==> config.mk <==
export PLATFORM = sky130hd
export DESIGN_NAME = mlm_pin_mux
export DESIGN_NICKNAME = d
export VERILOG_FILES = /design/src/hw/mlm_pkg.sv /design/src/hw/mlm_pin_mux.sv
export SDC_FILE = /design/constraint.sdc
export NUM_CORES = 1
export LEC_CHECK = 0
export BUFFER_PORTS_ARGS = -buffer_cell sky130_fd_sc_hd__buf_2
export CORE_MARGIN = 3
export CORE_UTILIZATION = 40
export CTS_CLUSTER_DIAMETER = 80
export DETAILED_ROUTE_END_ITERATION = 8
export GPL_ROUTABILITY_DRIVEN = 1
export GPL_TIMING_DRIVEN = 0
export PLACE_DENSITY_LB_ADDON = 0.05
export REMOVE_ABC_BUFFERS = 1
export SYNTH_ARGS = -nofsm -noshare
export SYNTH_HDL_FRONTEND = slang
export SYNTH_SLANG_ARGS = --single-unit
==> constraint.sdc <==
create_clock -name clk -period 3.3 [get_ports clk]
set_input_delay 0.165 -clock clk [delete_from_list [all_inputs] [get_ports clk]]
set_output_delay 0.165 -clock clk [all_outputs]
set_load 0.005 [all_outputs]
==> src/hw/mlm_pkg.sv <==
// Package for the mode latch and bus pin multiplexer: register map, fields,
// reset values and the AXI4-Lite carrier structs.
// Assumes a 200 MHz clock that stands in for the crystal.
package mlm_pkg;

  // Register byte offsets.
  localparam logic [7:0] MLM_OFF_STATUS = 8'h00;
  localparam logic [7:0] MLM_OFF_ASSIGN = 8'h04;
  localparam logic [7:0] MLM_OFF_EXT = 8'h08;
  localparam logic [7:0] MLM_OFF_ROUTE = 8'h0C;
  localparam logic [7:0] MLM_OFF_MODE = 8'h10;

  // Port E assignment register fields.
  localparam int MLM_CLK_DIS_BIT = 0;
  localparam int MLM_FREE_EN_BIT = 1;
  localparam int MLM_TRACK_EN_BIT = 2;
  // External bus control register fields.
  localparam int MLM_STR_EN_BIT = 0;
  localparam int MLM_STR_AMT_LSB = 1;
  // Pin routing register fields.
  localparam int MLM_PB_SEL_LSB = 0;
  localparam int MLM_PA_DISK_BIT = 2;
  localparam int MLM_PA6_STICK_BIT = 3;
  localparam int MLM_PE_CARD_BIT = 4;
  // Mode control register fields.
  localparam int MLM_VIS_BIT = 0;
  localparam int MLM_TAG_EN_BIT = 1;

  // Reset values.
  localparam logic [2:0] MLM_ASSIGN_RST = 3'h4;
  localparam logic [2:0] MLM_EXT_RST = 3'h7;
  localparam logic [4:0] MLM_ROUTE_RST = 5'h00;
  localparam logic [1:0] MLM_MODE_RST = 2'h0;

  // Port B selection codes in single chip mode.
  localparam logic [1:0] MLM_PB_TIMER = 2'h0;
  localparam logic [1:0] MLM_PB_CARD = 2'h1;
  localparam logic [1:0] MLM_PB_DISK = 2'h2;

  // Mode pins {b, a} both low select single chip; anything else is expanded.
  localparam logic [1:0] MLM_MODE_SINGLE = 2'h0;

  // Edges after reset release before the synchronised mode pins are latched.
  localparam logic [1:0] MLM_CAPT_CYCLES = 2'h2;

  localparam logic [1:0] MLM_RESP_OKAY = 2'h0;
  localparam logic [1:0] MLM_RESP_SLVERR = 2'h2;

  typedef struct packed {
    logic awvalid;
    logic [7:0] awaddr;
    logic wvalid;
    logic [31:0] wdata;
    logic [3:0] wstrb;
    logic bready;
    logic arvalid;
    logic [7:0] araddr;
    logic rready;
  } mlm_axi_req_type;

  typedef struct packed {
    logic awready;
    logic wready;
    logic bvalid;
    logic [1:0] bresp;
    logic arready;
    logic rvalid;
    logic [31:0] rdata;
    logic [1:0] rresp;
  } mlm_axi_rsp_type;

endpackage

==> src/hw/mlm_pin_mux.sv <==
// Mode latch and bus pin multiplexer: latches the mode pins at reset release,
// shares ports A, B and E between the external bus and on-chip hosts, and
// makes the bus clock output with stretching and stop halt.
// Assumes pads resolve out/oe pairs, and that core-side inputs share clk.
//
// Operation
// - Mode pins are latched into three mode bits when reset is released.
// - Expanded, tagging on: debug pin low at bus clock fall tags high half.
// - Mode pin pull-downs are enabled only while reset is asserted.
// - Expanded: port A carries bus bits 15-8, port B bits 7-0.
// - Single chip: port B is timer channels or card/disk host data.
// - Single chip: port A bit 6 is stick bus state or host data.
// - Expanded, enabled: port E bit 7 flags a free bus cycle.
// - Port E mode pins serve as queue tracking outputs after reset.
// - Single chip: port E bits 7-5 may be card address lines 10-8.
// - After reset the bus clock runs at half the crystal rate.
// - Disable, visibility and stretch bits decide the bus clock on E4.
// - Stop mode halts the bus clock output; register bus and synchronisers keep running on clk.
// - Expanded: E4 starts as stretched bus clock; stretch amount is two bits.
`timescale 1ns/1ps

module mlm_pin_mux (
  // Clock and reset
  input wire logic clk,
  input wire logic sys_rst,
  // Register bus
  input wire mlm_pkg::mlm_axi_req_type axi_req,
  output mlm_pkg::mlm_axi_rsp_type axi_rsp,
  // Pins
  input wire logic debug_serial_pin,
  input wire logic [7:0] port_a_in,
  output logic [7:0] port_a_out,
  output logic [7:0] port_a_oe,
  input wire logic [7:0] port_b_in,
  output logic [7:0] port_b_out,
  output logic [7:0] port_b_oe,
  input wire logic [7:4] port_e_in,
  output logic [7:4] port_e_out,
  output logic [7:4] port_e_oe,
  output logic mode_pulldown_en,
  // Core side
  input wire logic [15:0] bus_addr,
  input wire logic [15:0] bus_wdata,
  input wire logic bus_write,
  input wire logic ext_access,
  input wire logic free_cycle_flag,
  input wire logic queue_track_1,
  input wire logic queue_track_0,
  input wire logic stop_mode,
  output logic tag_high_input,
  output logic [2:0] operating_mode,
  output logic [7:0] port_a_sync,
  output logic [7:0] port_b_sync,
  // Host controllers
  input wire logic [7:0] timer_channel_pins,
  input wire logic [7:0] timer_channel_oe,
  input wire logic [15:0] card_data_lines,
  input wire logic card_data_oe,
  input wire logic [15:0] disk_data_lines,
  input wire logic disk_data_oe,
  input wire logic stick_bus_state,
  input wire logic [10:8] card_address_lines
);
  import mlm_pkg::*;

  typedef struct packed {
    logic [2:0] mode_s1;
    logic [2:0] mode_s2;
    logic [1:0] capt_cnt;
    logic captured;
    logic [2:0] mode_bits;
    logic pulldown_en;
    logic dbg_s1;
    logic dbg_s2;
    logic [7:0] pa_s1;
    logic [7:0] pa_s2;
    logic [7:0] pb_s1;
    logic [7:0] pb_s2;
    logic bus_clk;
    logic [1:0] str_cnt;
    logic tag_high;
    logic [7:0] pa_out;
    logic [7:0] pa_oe;
    logic [7:0] pb_out;
    logic [7:0] pb_oe;
    logic [7:4] pe_out;
    logic [7:4] pe_oe;
    logic [2:0] porte_assign_reg;
    logic [2:0] ext_bus_ctrl_reg;
    logic [4:0] route_reg;
    logic [1:0] mode_ctrl_reg;
    logic awready;
    logic wready;
    logic aw_have;
    logic w_have;
    logic [7:0] awaddr;
    logic [7:0] wdata;
    logic wstrb0;
    logic bvalid;
    logic [1:0] bresp;
    logic arready;
    logic rvalid;
    logic [31:0] rdata;
    logic [1:0] rresp;
  } mlm_state_type;

  mlm_state_type s;
  mlm_state_type next_s;
  logic expanded;
  logic stretch_on;
  logic clk_drive;
  logic card_sel;

  // Read mux; unmapped offsets answer zero and the caller flags SLVERR.
  function automatic logic [31:0] mlm_read(input mlm_state_type st, input logic [7:0] adr);
    logic [31:0] v;
    v = 32'h0000_0000;
    unique case (adr)
      MLM_OFF_STATUS: v = {28'h000_0000, st.captured, st.mode_bits};
      MLM_OFF_ASSIGN: v = {29'h0000_0000, st.porte_assign_reg};
      MLM_OFF_EXT: v = {29'h0000_0000, st.ext_bus_ctrl_reg};
      MLM_OFF_ROUTE: v = {27'h000_0000, st.route_reg};
      MLM_OFF_MODE: v = {30'h0000_0000, st.mode_ctrl_reg};
      default: v = 32'h0000_0000;
    endcase
    return v;
  endfunction

  function automatic logic mlm_mapped(input logic [7:0] adr);
    return adr == MLM_OFF_STATUS || adr == MLM_OFF_ASSIGN || adr == MLM_OFF_EXT ||
           adr == MLM_OFF_ROUTE || adr == MLM_OFF_MODE;
  endfunction

  assign expanded = s.mode_bits[1:0] != MLM_MODE_SINGLE;
  // Stretching only lengthens external accesses, since internal cycles never wait.
  assign stretch_on = expanded && s.ext_bus_ctrl_reg[MLM_STR_EN_BIT] && ext_access;
  // In single chip mode the clock is only worth driving when visibility is asked for.
  assign clk_drive = !s.porte_assign_reg[MLM_CLK_DIS_BIT] &&
                     (expanded || s.mode_ctrl_reg[MLM_VIS_BIT]);
  assign card_sel = s.route_reg[MLM_PE_CARD_BIT];

  //////////////////////////////////////////////////////////////////////////////

  always_comb begin
    next_s = s;

    // Pin synchronisers: the first stage feeds only the second.
    next_s.mode_s1 = {debug_serial_pin, port_e_in[6], port_e_in[5]};
    next_s.mode_s2 = s.mode_s1;
    next_s.dbg_s1 = debug_serial_pin;
    next_s.dbg_s2 = s.dbg_s1;
    next_s.pa_s1 = port_a_in;
    next_s.pa_s2 = s.pa_s1;
    next_s.pb_s1 = port_b_in;
    next_s.pb_s2 = s.pb_s1;

    // The pull-downs are released at the first edge after reset.
    next_s.pulldown_en = 1'b0;
    if (!s.captured) begin
      if (s.capt_cnt == MLM_CAPT_CYCLES) begin
        next_s.mode_bits = s.mode_s2;
        next_s.captured = 1'b1;
      end else begin
        next_s.capt_cnt = s.capt_cnt + 2'h1;
      end
    end
    // Once captured nothing writes mode_bits again until the next reset.

    // Bus clock: toggles every crystal cycle, high phase stretched on demand.
    next_s.tag_high = 1'b0;
    if (!stop_mode) begin
      if (s.str_cnt != 2'h0) begin
        next_s.str_cnt = s.str_cnt - 2'h1;
      end else begin
        next_s.bus_clk = ~s.bus_clk;
        if (!s.bus_clk && stretch_on) begin
          next_s.str_cnt = s.ext_bus_ctrl_reg[MLM_STR_AMT_LSB +: 2];
        end
        // Falling edge: sample the tag request on the debug pin.
        if (s.bus_clk) begin
          next_s.tag_high = expanded && s.mode_ctrl_reg[MLM_TAG_EN_BIT] && !s.dbg_s2;
        end
      end
    end

    // Ports A and B.
    if (expanded) begin
      // Address while the bus clock is low, data while high.
      next_s.pa_out = next_s.bus_clk ? bus_wdata[15:8] : bus_addr[15:8];
      next_s.pb_out = next_s.bus_clk ? bus_wdata[7:0] : bus_addr[7:0];
      next_s.pa_oe = {8{!next_s.bus_clk || bus_write}};
      next_s.pb_oe = {8{!next_s.bus_clk || bus_write}};
    end else begin
      unique case (s.route_reg[MLM_PB_SEL_LSB +: 2])
        MLM_PB_TIMER: begin
          next_s.pb_out = timer_channel_pins;
          next_s.pb_oe = timer_channel_oe;
        end
        MLM_PB_CARD: begin
          next_s.pb_out = card_data_lines[7:0];
          next_s.pb_oe = {8{card_data_oe}};
        end
        MLM_PB_DISK: begin
          next_s.pb_out = disk_data_lines[7:0];
          next_s.pb_oe = {8{disk_data_oe}};
        end
        default: begin
          next_s.pb_out = 8'h00;
          next_s.pb_oe = 8'h00;
        end
      endcase
      if (s.route_reg[MLM_PA_DISK_BIT]) begin
        next_s.pa_out = disk_data_lines[15:8];
        next_s.pa_oe = {8{disk_data_oe}};
      end else begin
        next_s.pa_out = card_data_lines[15:8];
        next_s.pa_oe = {8{card_data_oe}};
      end
      if (s.route_reg[MLM_PA6_STICK_BIT]) begin
        next_s.pa_out[6] = stick_bus_state;
        next_s.pa_oe[6] = 1'b1;
      end
    end

    // Port E bits 7 to 4.
    next_s.pe_out = 4'h0;
    next_s.pe_oe = 4'h0;
    if (!expanded && card_sel) begin
      next_s.pe_out[7:5] = card_address_lines;
      next_s.pe_oe[7:5] = 3'h7;
    end else begin
      if (expanded && s.porte_assign_reg[MLM_FREE_EN_BIT]) begin
        next_s.pe_out[7] = free_cycle_flag;
        next_s.pe_oe[7] = 1'b1;
      end
      if (s.captured && s.porte_assign_reg[MLM_TRACK_EN_BIT]) begin
        next_s.pe_out[6:5] = {queue_track_1, queue_track_0};
        next_s.pe_oe[6:5] = 2'h3;
      end
    end
    next_s.pe_out[4] = next_s.bus_clk;
    next_s.pe_oe[4] = clk_drive;

    // AXI4-Lite write path: address and data taken in either order.
    if (s.awready && axi_req.awvalid) begin
      next_s.aw_have = 1'b1;
      next_s.awaddr = axi_req.awaddr;
    end
    if (s.wready && axi_req.wvalid) begin
      next_s.w_have = 1'b1;
      next_s.wdata = axi_req.wdata[7:0];
      next_s.wstrb0 = axi_req.wstrb[0];
    end
    if (s.bvalid && axi_req.bready) begin
      next_s.bvalid = 1'b0;
    end
    if (s.aw_have && s.w_have && !s.bvalid) begin
      next_s.aw_have = 1'b0;
      next_s.w_have = 1'b0;
      next_s.bvalid = 1'b1;
      next_s.bresp = mlm_mapped(s.awaddr) ? MLM_RESP_OKAY : MLM_RESP_SLVERR;
      if (s.wstrb0) begin
        unique case (s.awaddr)
          MLM_OFF_ASSIGN: next_s.porte_assign_reg = s.wdata[2:0];
          MLM_OFF_EXT: next_s.ext_bus_ctrl_reg = s.wdata[2:0];
          MLM_OFF_ROUTE: next_s.route_reg = s.wdata[4:0];
          MLM_OFF_MODE: next_s.mode_ctrl_reg = s.wdata[1:0];
          default: next_s.bresp = next_s.bresp;
        endcase
      end
    end
    next_s.awready = !next_s.aw_have && !next_s.bvalid;
    next_s.wready = !next_s.w_have && !next_s.bvalid;

    // AXI4-Lite read path: one read in flight.
    if (s.rvalid && axi_req.rready) begin
      next_s.rvalid = 1'b0;
    end
    if (s.arready && axi_req.arvalid) begin
      next_s.rvalid = 1'b1;
      next_s.rdata = mlm_read(s, axi_req.araddr);
      next_s.rresp = mlm_mapped(axi_req.araddr) ? MLM_RESP_OKAY : MLM_RESP_SLVERR;
    end
    next_s.arready = !next_s.rvalid;
  end

  //////////////////////////////////////////////////////////////////////////////

  always_ff @(posedge clk or posedge sys_rst) begin
    if (sys_rst) begin
      s <= '0;
      s.pulldown_en <= 1'b1;
      s.porte_assign_reg <= MLM_ASSIGN_RST;
      s.ext_bus_ctrl_reg <= MLM_EXT_RST;
      s.route_reg <= MLM_ROUTE_RST;
      s.mode_ctrl_reg <= MLM_MODE_RST;
      s.awready <= 1'b1;
      s.wready <= 1'b1;
      s.arready <= 1'b1;
    end else begin
      s <= next_s;
    end
  end

  assign axi_rsp.awready = s.awready;
  assign axi_rsp.wready = s.wready;
  assign axi_rsp.bvalid = s.bvalid;
  assign axi_rsp.bresp = s.bresp;
  assign axi_rsp.arready = s.arready;
  assign axi_rsp.rvalid = s.rvalid;
  assign axi_rsp.rdata = s.rdata;
  assign axi_rsp.rresp = s.rresp;
  assign port_a_out = s.pa_out;
  assign port_a_oe = s.pa_oe;
  assign port_b_out = s.pb_out;
  assign port_b_oe = s.pb_oe;
  assign port_e_out = s.pe_out;
  assign port_e_oe = s.pe_oe;
  assign mode_pulldown_en = s.pulldown_en;
  assign tag_high_input = s.tag_high;
  assign operating_mode = s.mode_bits;
  assign port_a_sync = s.pa_s2;
  assign port_b_sync = s.pb_s2;
endmodule // mlm_pin_mux

# Yosys cells after proc, flatten, opt, wreduce, memory -nomap -nowiden
# Cells that the tools add are included.
[op_classes] n_addsub=2 n_mul=0 div_mod_pow=0 magnitude_cmp=0 n_eq_ne=11 shift=0 n_mux=31 bitwise_logic=4 reduce_logical=51
[ops] op="16-bit one-hot mux with 3 select lines" n=1
[ops] op="35-bit 2-to-1 mux" n=1
[ops] op="8-bit by 4-bit == test with 1-bit output (second input constant)" n=4
[ops] op="32-bit 2-to-1 mux" n=1
[ops] op="5-bit one-hot mux with 5 select lines" n=1
[ops] op="1-bit logical AND" n=18
[ops] op="8-bit by 3-bit == test with 1-bit output (second input constant)" n=2
[ops] op="8-bit by 5-bit == test with 1-bit output (second input constant)" n=2
[ops] op="8-bit zero test" n=2
[ops] op="16-bit 2-to-1 mux" n=1
[ops] op="8-bit 2-to-1 mux" n=2
[ops] op="2-bit 2-to-1 mux" n=7
[ops] op="4-bit 2-to-1 mux" n=3
[ops] op="3-bit AND reduction" n=4
[ops] op="1-bit 2-to-1 mux" n=11
[ops] op="1-bit zero test" n=10
[ops] op="1-bit logical OR" n=10
[ops] op="3-bit 2-to-1 mux" n=3
[ops] op="2-bit AND reduction" n=3
[ops] op="2-bit nonzero test" n=3
[ops] op="2-bit == test (second input constant)" n=2
[ops] op="1-bit NOT" n=4
[ops] op="2-bit by 1-bit adder with 2-bit output (second input constant)" n=1
[ops] op="2-bit by 1-bit == test with 1-bit output (second input constant)" n=1
[ops] op="2 further kinds" n=2
[totals] register_bits=161 latchBits=0 ram_bits=0 romBits=0 input_bits=172 output_inout_bits=102 word_cells=137 memories=0

# Longest topological paths before layout
# Gate-level depths: netlist (run 1).
[depth] ltp_word=10 depth_mapped=7 ltp_nobuf=5

# Worst setup path after synthesis (run 1)
# OpenSTA, ideal clock, no wires.
[synth_timing] kind="flip-flop to flip-flop" start="register s[48] (netlist bit)" end="register s (netlist bit card_sel)" setup_ns=0.125 t_arrival_ns=1.656 required_time_ns=3.175 slack_ns=1.519 stages_incl_launch_ff=5 n_path_buf=0 synth_period_minus_slack_ns=1.781 path_cell_list="dfrtp_1 or4_4 nor4_4 nand3_1 mux2_2"
[synth_between] elab_chain_cells=2
[synth_rtl] element="start: declaration" line="mlm_pin_mux.sv:107" source="mlm_state_type s;"
[synth_rtl] element="start signal: assignment" line="mlm_pin_mux.sv:301" source="s <= next_s;"
[synth_rtl] element="8-bit by 4-bit == test with 1-bit output" line="mlm_pin_mux.sv:263" source="unique case (s.awaddr)"
[synth_rtl] element="3-bit AND reduction (no line)"
# No other way between the ends.
# A chain may end at the register's enable or synchronous reset.

==> summary.md, run 1 <==
| Metric | Value |
|---|---|
| Status | `finished clean` |
| Sequential Power Share | `43.2%` |
| Initial antenna violation count | `0` |
| Vias in the first global route | `3934` |
| Pwr Density | `644 nW/um2` |
| TritonCTS buffer count | `17` |
| Remaining global-route overflow | `0` |
| Most frequent cell on the critical path | `dlygate4sd3_1` |
| Clock transition at the registers of the reported paths | `50 ps` |
| Startpoint types | `input port` |
| Layout cells sized above 1 | `41.2%` |
| Synth warn | `0` |
| P_int | `3.32 mW` |
| Largest stage delay, worst path | `870 ps` |
| Net switching power | `1.28 mW` |
| Final HPWL DP | `9370 um` |
| Final Hold Vio Count | `0` |
| Placed cells | `801` |
| XOR/XNOR share of the synthesized area | `0.452%` |
| Switching Share | `27.8%` |
| Clock sink count | `122` |
| Final Max Tran Viols | `0` |
| Reg area | `3060 um2` |
| Non-Filler Instances | `878` |
| First-pass GRT wire length | `20100 um` |
| I/O pin total | `274` |
| Slowest-stage cell, CP | `xnor2_2` |
| Setup violations, final | `0` |
| Max Clk Rate | `329 MHz` |
| Final worst path period share | `92.2%` |
| Multi-input gate area | `1740 um2` |
| Synth unique cells | `40` |
| IO Port Bufs | `212` |
| Nets | `863` |
| Starting Density | `41.3%` |
| Via density per instance | `4.57` |
| Post-Syn Area | `5540 um2` |
| Crit-path leading delay family | `buffers and inverters` |
| Clk_lat worst skew | `410 ps` |
| Post-CTS Setup Repair Bufs | `0` |
| Die height | `124 um` |
| Ant diodes | `0` |
| DRC viols | `0` |
| Compound-Gate Fraction of Synth Area | `8.24%` |
| Max Cap Violations | `0` |
| Comb pwr share | `20.2%` |
| Die ar. | `15300 um2` |
| CP Data Required Time | `3590 ps` |
| Die extent in x | `124 um` |
| Final core occ | `53.3%` |
| Synth Area in Adders | `0.226%` |
| CP Cell Sequence | `dlygate4sd3_1 -> buf_2 -> nor3_1 -> xnor2_2 -> clkinvlp_4 -> nand2_1 -> a31oi_1 -> dlygate4sd3_1` |
| Seq/Total Area, Yosys | `55.3%` |
| Drt total wl | `13100 um` |
| Setup Skew | `6.26 ps` |
| Clk buf depth | `2` |
| First DRT Iteration DRCs | `151` |
| First-pass DRT Iterations | `4` |
| Type of the worst setup path | `in2reg` |
| Clk Tree Root Cell | `clkbuf_16` |
| Row count | `42` |
| Leakage dissipation | `3.49 nW` |
| Avg Inst Size Synth | `11.1 um2` |
| Synth Instances | `500` |
| CTS tree | `built` |
| Rel. slew slack | `24.2%` |
| Worst hold path type | `in2reg` |
| Core footprint | `13400 um2` |
| Largest family of logic cells by synthesized area | `buffers and inverters` |
| CP Capture Type | `flop` |
| RD Place Congestion | `0.769` |
| Max FO, Critical Path | `18` |
| Largest net degree at the start of global routing | `100` |
| Maximum vdd drop | `391 uV` |
| Mux share of post-synthesis cell area | `9.04%` |
| Arrival @ worst endpoint | `3330 ps` |
| H-tree Lvls | `4` |
| Worst Max-Slew Pin Slew | `1130 ps` |
| FF+latch count, synth | `122` |
| Wirelength per Cell | `14.9 um` |
| Clock network power share | `36.6%` |
| Vias | `4013` |
| GRT Util Overall | `17.4%` |
| Final antenna-violating net count | `0` |
| Worst path bufs/invs | `4` |
| Fillcell total | `1222` |
| Simple-gate share of the synthesized area | `11.5%` |
| RSZ-0062 raised after global routing | `no` |
| Minimum period implied by the final worst setup slack | `3040 ps` |
| P&R area growth vs syn | `29.0%` |
| Setup TNS | `0 ps` |
## routing by layer
| metal | GRT usage (%) | wire length, um | up-vias |
|---|---|---|---|
| met5 | 0 | 0 | - |
| met4 | 5.88 | 153 | 0 |
| met3 | 5.45 | 995 | 11 |
| met2 | 28.4 | 6380 | 140 |
| met1 | 22.0 | 5560 | 1915 |
| li1 | - | - | 1947 |
## worst register-to-register path, delay by kind of cell, from the launching register on
family          cells  cell delay (ps)
simple gates        2              300
buf+inv             2             1260
compound gates      1               90
xor+xnor            1              870
flops               1              380
## area by class of cell
class / count / share of cell area [%]
multi-input combinational: 284 / 24.4
clock buffer: 22 / 6.50
clock inverter: 9 / 1.03
tap: 176 / 3.08
sequential: 122 / 42.9
timing repair buffer: 259 / 21.7
inverter: 6 / 0.438
## what timing repair did
action,in CTS,in global routing
hold endpoints to repair,66,0
hold buffers,46,0
endpoints found under the setup margin,0,1
gates resized for setup,0,1
## stage by stage
stage                     worst slack (ps)  hold slack [ps]  power [mW]  area, um2
after floorplan                      -94.3              196        2.46       4830
after global placement               -1480              273        2.88       6110
after detailed placement               650              129        2.92       6140
after CTS                              155            0.877        4.67       7140
after global routing                  7.35             10.6        4.89       7140
final                                  256             22.3        4.60       7140
## logic make-up (layout without fill, tap and decap cells)
family	Yosys count	after routing
DFF	122	122
AOI/OAI and AO/OA	73	73
and+or+nand+nor	133	133
buffers and inverters	123	296
muxes	45	45
adders and majority gates	1	1
other	1	30
xor gates and xnor gates	2	2
## Yosys cell counts
cell type | count | area (um2)
o21ai_2 | 1 | 8.76
nand3_1 | 7 | 35.0
mux2i_1 | 14 | 140
nand2b_1 | 10 | 62.6
or4_1 | 1 | 7.51
or4_4 | 1 | 11.3
nand2_1 | 61 | 229
o21ai_0 | 16 | 80.1
nor4_4 | 1 | 21.3
o32ai_1 | 2 | 17.5
nor2_1 | 24 | 90.1
nor2b_1 | 11 | 68.8
a211oi_1 | 17 | 128
a21oi_1 | 14 | 70.1
xnor2_2 | 1 | 16.3
clkinv_1 | 1 | 3.75
nor3b_1 | 2 | 15.0
and2_1 | 1 | 6.26
buf_4 | 101 | 758
a22o_1 | 1 | 8.76
mux2_2 | 30 | 338
nand4b_1 | 1 | 8.76
mux4_2 | 1 | 22.5
nand4_1 | 4 | 25.0
ha_1 | 1 | 12.5
o31ai_1 | 2 | 15.0
a31oi_1 | 19 | 119
inv_1 | 5 | 18.8
or3_1 | 1 | 6.26
and2_0 | 1 | 6.26
buf_2 | 1 | 5.00
nand3b_1 | 2 | 15.0
xnor2_1 | 1 | 8.76
clkbuf_1 | 15 | 56.3
a21bo_2 | 1 | 10.0
conb_1 | 1 | 3.75
dfstp_2 | 8 | 210
or2_2 | 2 | 12.5
dfrtp_1 | 114 | 2850
nor3_1 | 3 | 15.0
## layout by cell type (no fill, tap or decap), types with 3 or more instances in the layout
cell type | netlist | final
mux2_2 | 30 | 30
a211oi_1 | 17 | 17
nand3_1 | 7 | 7
nand2_1 | 61 | 61
dfstp_2 | 8 | 8
inv_1 | 5 | 4
buf_2 | 1 | 212
a21oi_1 | 14 | 14
nand2b_1 | 10 | 10
conb_1 | 1 | 30
clkinv_2 | 0 | 7
dfrtp_1 | 114 | 114
clkbuf_16 | 0 | 17
a31oi_1 | 19 | 19
nor3_1 | 3 | 3
dlygate4sd3_1 | 0 | 46
nand4_1 | 4 | 4
nor2b_1 | 11 | 11
clkbuf_1 | 15 | 3
mux2i_1 | 14 | 14
nor2_1 | 24 | 24
o21ai_0 | 16 | 16
## final timing paths
path	start	endpoint	slack, ps	depth (start not counted)
hold reg to reg	next_s[159]$_DFF_PP0_	s[159]$_DFF_PP0_	340	0
setup reg to reg	s[114]$_DFFE_PP0P_	port_b_out[3]$_DFF_PP0_	290	6
min in group asynchronous	sys_rst	port_b_sync[4]$_DFF_PP0_	250	3
max in group asynchronous	sys_rst	s[67]$_DFFE_PP1P_	2280	4
setup / recovery	stop_mode	port_b_out[3]$_DFF_PP0_	260	8
hold / removal	bus_addr[9]	port_a_out[1]$_DFF_PP0_	20	3
## state kept, by name, summed over array words and instances (netlist names), 4 cells and up
| register | cells |
|---|---|
| port_b_sync | 8 |
| axi_rsp | 12 |
| port_b_oe | 8 |
| port_a_sync | 8 |
| port_a_out | 8 |
| port_e_out | 4 |
| port_b_out | 8 |
| next_s | 19 |
| s | 36 |
## power by group through the flow
stage                     combinational (mW)  sequential, mW  clock (mW)
after global routing                    1.05            2.04        1.81
final                                  0.928            1.99        1.69
after CTS                              0.944            1.99        1.73
after detailed placement               0.896            2.02           0
after global placement                 0.875            2.01           0
after floorplan                        0.471            1.99           0
(Power assumes the default switching activity.)
==> run 2, diff against run 1 <==
==> constraint.sdc (replaced) <==
create_clock -name clk -period 3.6 [get_ports clk]
set_input_delay 0.18 -clock clk [delete_from_list [all_inputs] [get_ports clk]]
set_output_delay 0.18 -clock clk [all_outputs]
set_load 0.005 [all_outputs]
==> run 2 against run 1 <==
  * Total power decreased by 8.6%
  * Flip-flop and latch count unchanged
  * First-iteration DRC count increased by 2.6%
  * Via count decreased by 1.1%
  * Global-route usage decreased by 0.058 points
  * Sequential power decreased by 9%
  * Core utilization decreased by 0.63 points
  * Worst hold slack got worse by 4.4 ps
  * Final area decreased by 1.2%
  * Sequential share of layout area increased by 0.51 points
  * Register-to-register slack improved by 670 ps
  * Largest power group unchanged
==> summary.md, run 2 (synthesis results as in run 1) <==
| Metric | Value |
|---|---|
| Max Cap Violations | `0 (unchanged)` |
| Layout cells sized above 1 | `41.5% (+0.33 points)` |
| Commonest cells after routing, fill and taps aside | `212 x buf_2, 114 x dfrtp_1, 61 x nand2_1` |
| Crit-path leading delay family | `buffers and inverters` |
| Hold path start | `axi_req[52]` |
| DP Worst Slack | `950 ps (+300 ps)` |
| CP Capture Type | `flop` |
| Worst hold path type | `in2reg` |
| Wirelength per Cell | `15.0 um (+0.51%)` |
| Nets | `855 (-0.93%)` |
| Via density per instance | `4.56 (-0.21%)` |
| CP Cell Sequence | `dlygate4sd3_1 -> buf_2 -> nor3_1 -> xnor2_2 -> clkinv_1 -> nand2_1 -> a31oi_1` |
| Final Hold Vio Count | `0 (unchanged)` |
| CTS tree | `built` |
| Final antenna-violating net count | `0 (unchanged)` |
| Slowest-stage cell, CP | `xnor2_2` |
| Clock transition at the registers of the reported paths | `50 ps (about the same)` |
| First-pass DRT Iterations | `4 (unchanged)` |
| Leakage dissipation | `3.45 nW (-1.0%)` |
| Clk buf depth | `2 (unchanged)` |
| Setup violations, final | `0 (unchanged)` |
| RSZ-0062 raised after global routing | `no` |
| CP Data Required Time | `3840 ps (+250 ps)` |
| Final WS setup | `909 ps (+652 ps)` |
| GRT Util Overall | `17.3% (-0.058 points)` |
| Drt total wl | `13000 um (-0.40%)` |
| Starting Density | `41.3% (unchanged)` |
| Final Max Tran Viols | `0 (unchanged)` |
| Worst Max-Slew Pin Slew | `1080 ps (-52.3 ps)` |
| Remaining global-route overflow | `0 (unchanged)` |
| RD Place Congestion | `0.769 (unchanged)` |
| Vias in the first global route | `3892 (-1.1%)` |
| Type of the worst setup path | `in2reg` |
| Die height | `124 um (unchanged)` |
| Clk Tree Root Cell | `clkbuf_16` |
| WHS | `17.9 ps (-4.40 ps)` |
| Clock sink count | `122 (unchanged)` |
| Largest stage delay, worst path | `830 ps (-40 ps)` |
| Rel. slew slack | `27.7% (+3.5 points)` |
| First DRT Iteration DRCs | `155 (+2.6%)` |
| Initial antenna violation count | `0 (unchanged)` |
| Maximum vdd drop | `359 uV (-8.1%)` |
| Ant diodes | `0 (unchanged)` |
| Final HPWL DP | `9370 um (unchanged)` |
| Status | `finished clean` |
| Arrival @ worst endpoint | `2930 ps (-400 ps)` |
| Largest Register | `s` |
| Core footprint | `13400 um2 (unchanged)` |
| TritonCTS buffer count | `17 (unchanged)` |
| Die extent in x | `124 um (unchanged)` |
| Most common cell after layout, fill and taps aside | `buf_2` |
| DRC viols | `0 (unchanged)` |
| Largest net degree at the start of global routing | `100 (unchanged)` |
| I/O pin total | `274 (unchanged)` |
| First-pass GRT wire length | `20000 um (-0.45%)` |
| Row count | `42 (unchanged)` |
| Minimum period implied by the final worst setup slack | `2690 ps` |
| Max Clk Rate | `372 MHz` |
| Setup Skew | `6.49 ps (+0.234 ps)` |
| Pwr Density | `595 nW/um2 (-7.5%)` |
| P&R area growth vs syn | `27.5%` |
| Max FO, Critical Path | `18 (unchanged)` |
| RR Startpoint | `s[114]$_DFFE_PP0P_` |
| Worst path bufs/invs | `3 (-1)` |
| CP Launch Point | `stop_mode` |
| Clk_lat worst skew | `410 ps (about the same)` |
| Startpoint types | `input port` |
| Vias | `3968 (-1.1%)` |
| H-tree Lvls | `4 (unchanged)` |
| IO Port Bufs | `212 (unchanged)` |
| Max FFs per register | `36 (unchanged)` |
| Final worst path period share | `74.8%` |
| Die ar. | `15300 um2 (unchanged)` |
run 2: final cells by class:
| cell class | instances | area [um2] |
|---|---|---|
| fill | 1226 | 6340 |
| sequential | 122 | 3060 |
| multi-input combinational | 284 | 1740 |
| timing repair buffer | 251 | 1470 |
| clock buffer | 22 | 464 |
| tap | 176 | 220 |
| clock inverter | 9 | 73.8 |
| inverter | 6 | 27.5 |
run 2: per-layer routing:
metal / track usage (%) / up-vias / share of wire, %
met2: 28.2 / 140 / 49
met4: 5.88 / 0 / 1.2
li1: - / 1928 / -
met5: 0 / - / 0
met3: 5.45 / 11 / 7.6
met1: 22.0 / 1889 / 42
run 2: final timing paths:
check                      slack (ps)  depth (start not counted)                  endpoint
setup / recovery                  910                          7   port_b_out[2]$_DFF_PP0_
hold / removal                     20                          2         s[52]$_DFFE_PP0P_
setup reg to reg                  960                          5   port_b_out[2]$_DFF_PP0_
hold reg to reg                   340                          0  port_b_sync[7]$_DFF_PP0_
max in group asynchronous        2570                          4         s[67]$_DFFE_PP1P_
min in group asynchronous         270                          3  port_b_sync[4]$_DFF_PP0_
run 2: timing repair:
item	4_1_cts	5_1_grt
endpoints found under the hold margin	60	0
hold buffers	38	0
gates resized for setup	0	0
buffers inserted	0	0
run 2: report_power, final:
| group | internal, mW | switching [mW] | leakage, nW |
|---|---|---|---|
| Clock | 0.972 | 0.573 | 0.273 |
| Sequential | 1.64 | 0.178 | 1.45 |
| Combinational | 0.419 | 0.419 | 1.73 |
| Total | 3.03 | 1.17 | 3.45 |
run 2: per-stage QoR:
stage	setup TNS [ps]	area, um2	utilization (%)	instances	total power, mW
floorplan	0	4830	-	412	2.26
global placement	-134710	6110	45.6	800	2.64
detailed placement	0	6140	45.8	801	2.67
CTS	0	7060	52.7	870	4.27
global route	0	7060	52.7	870	4.46
finish	0	7060	52.7	870	4.20
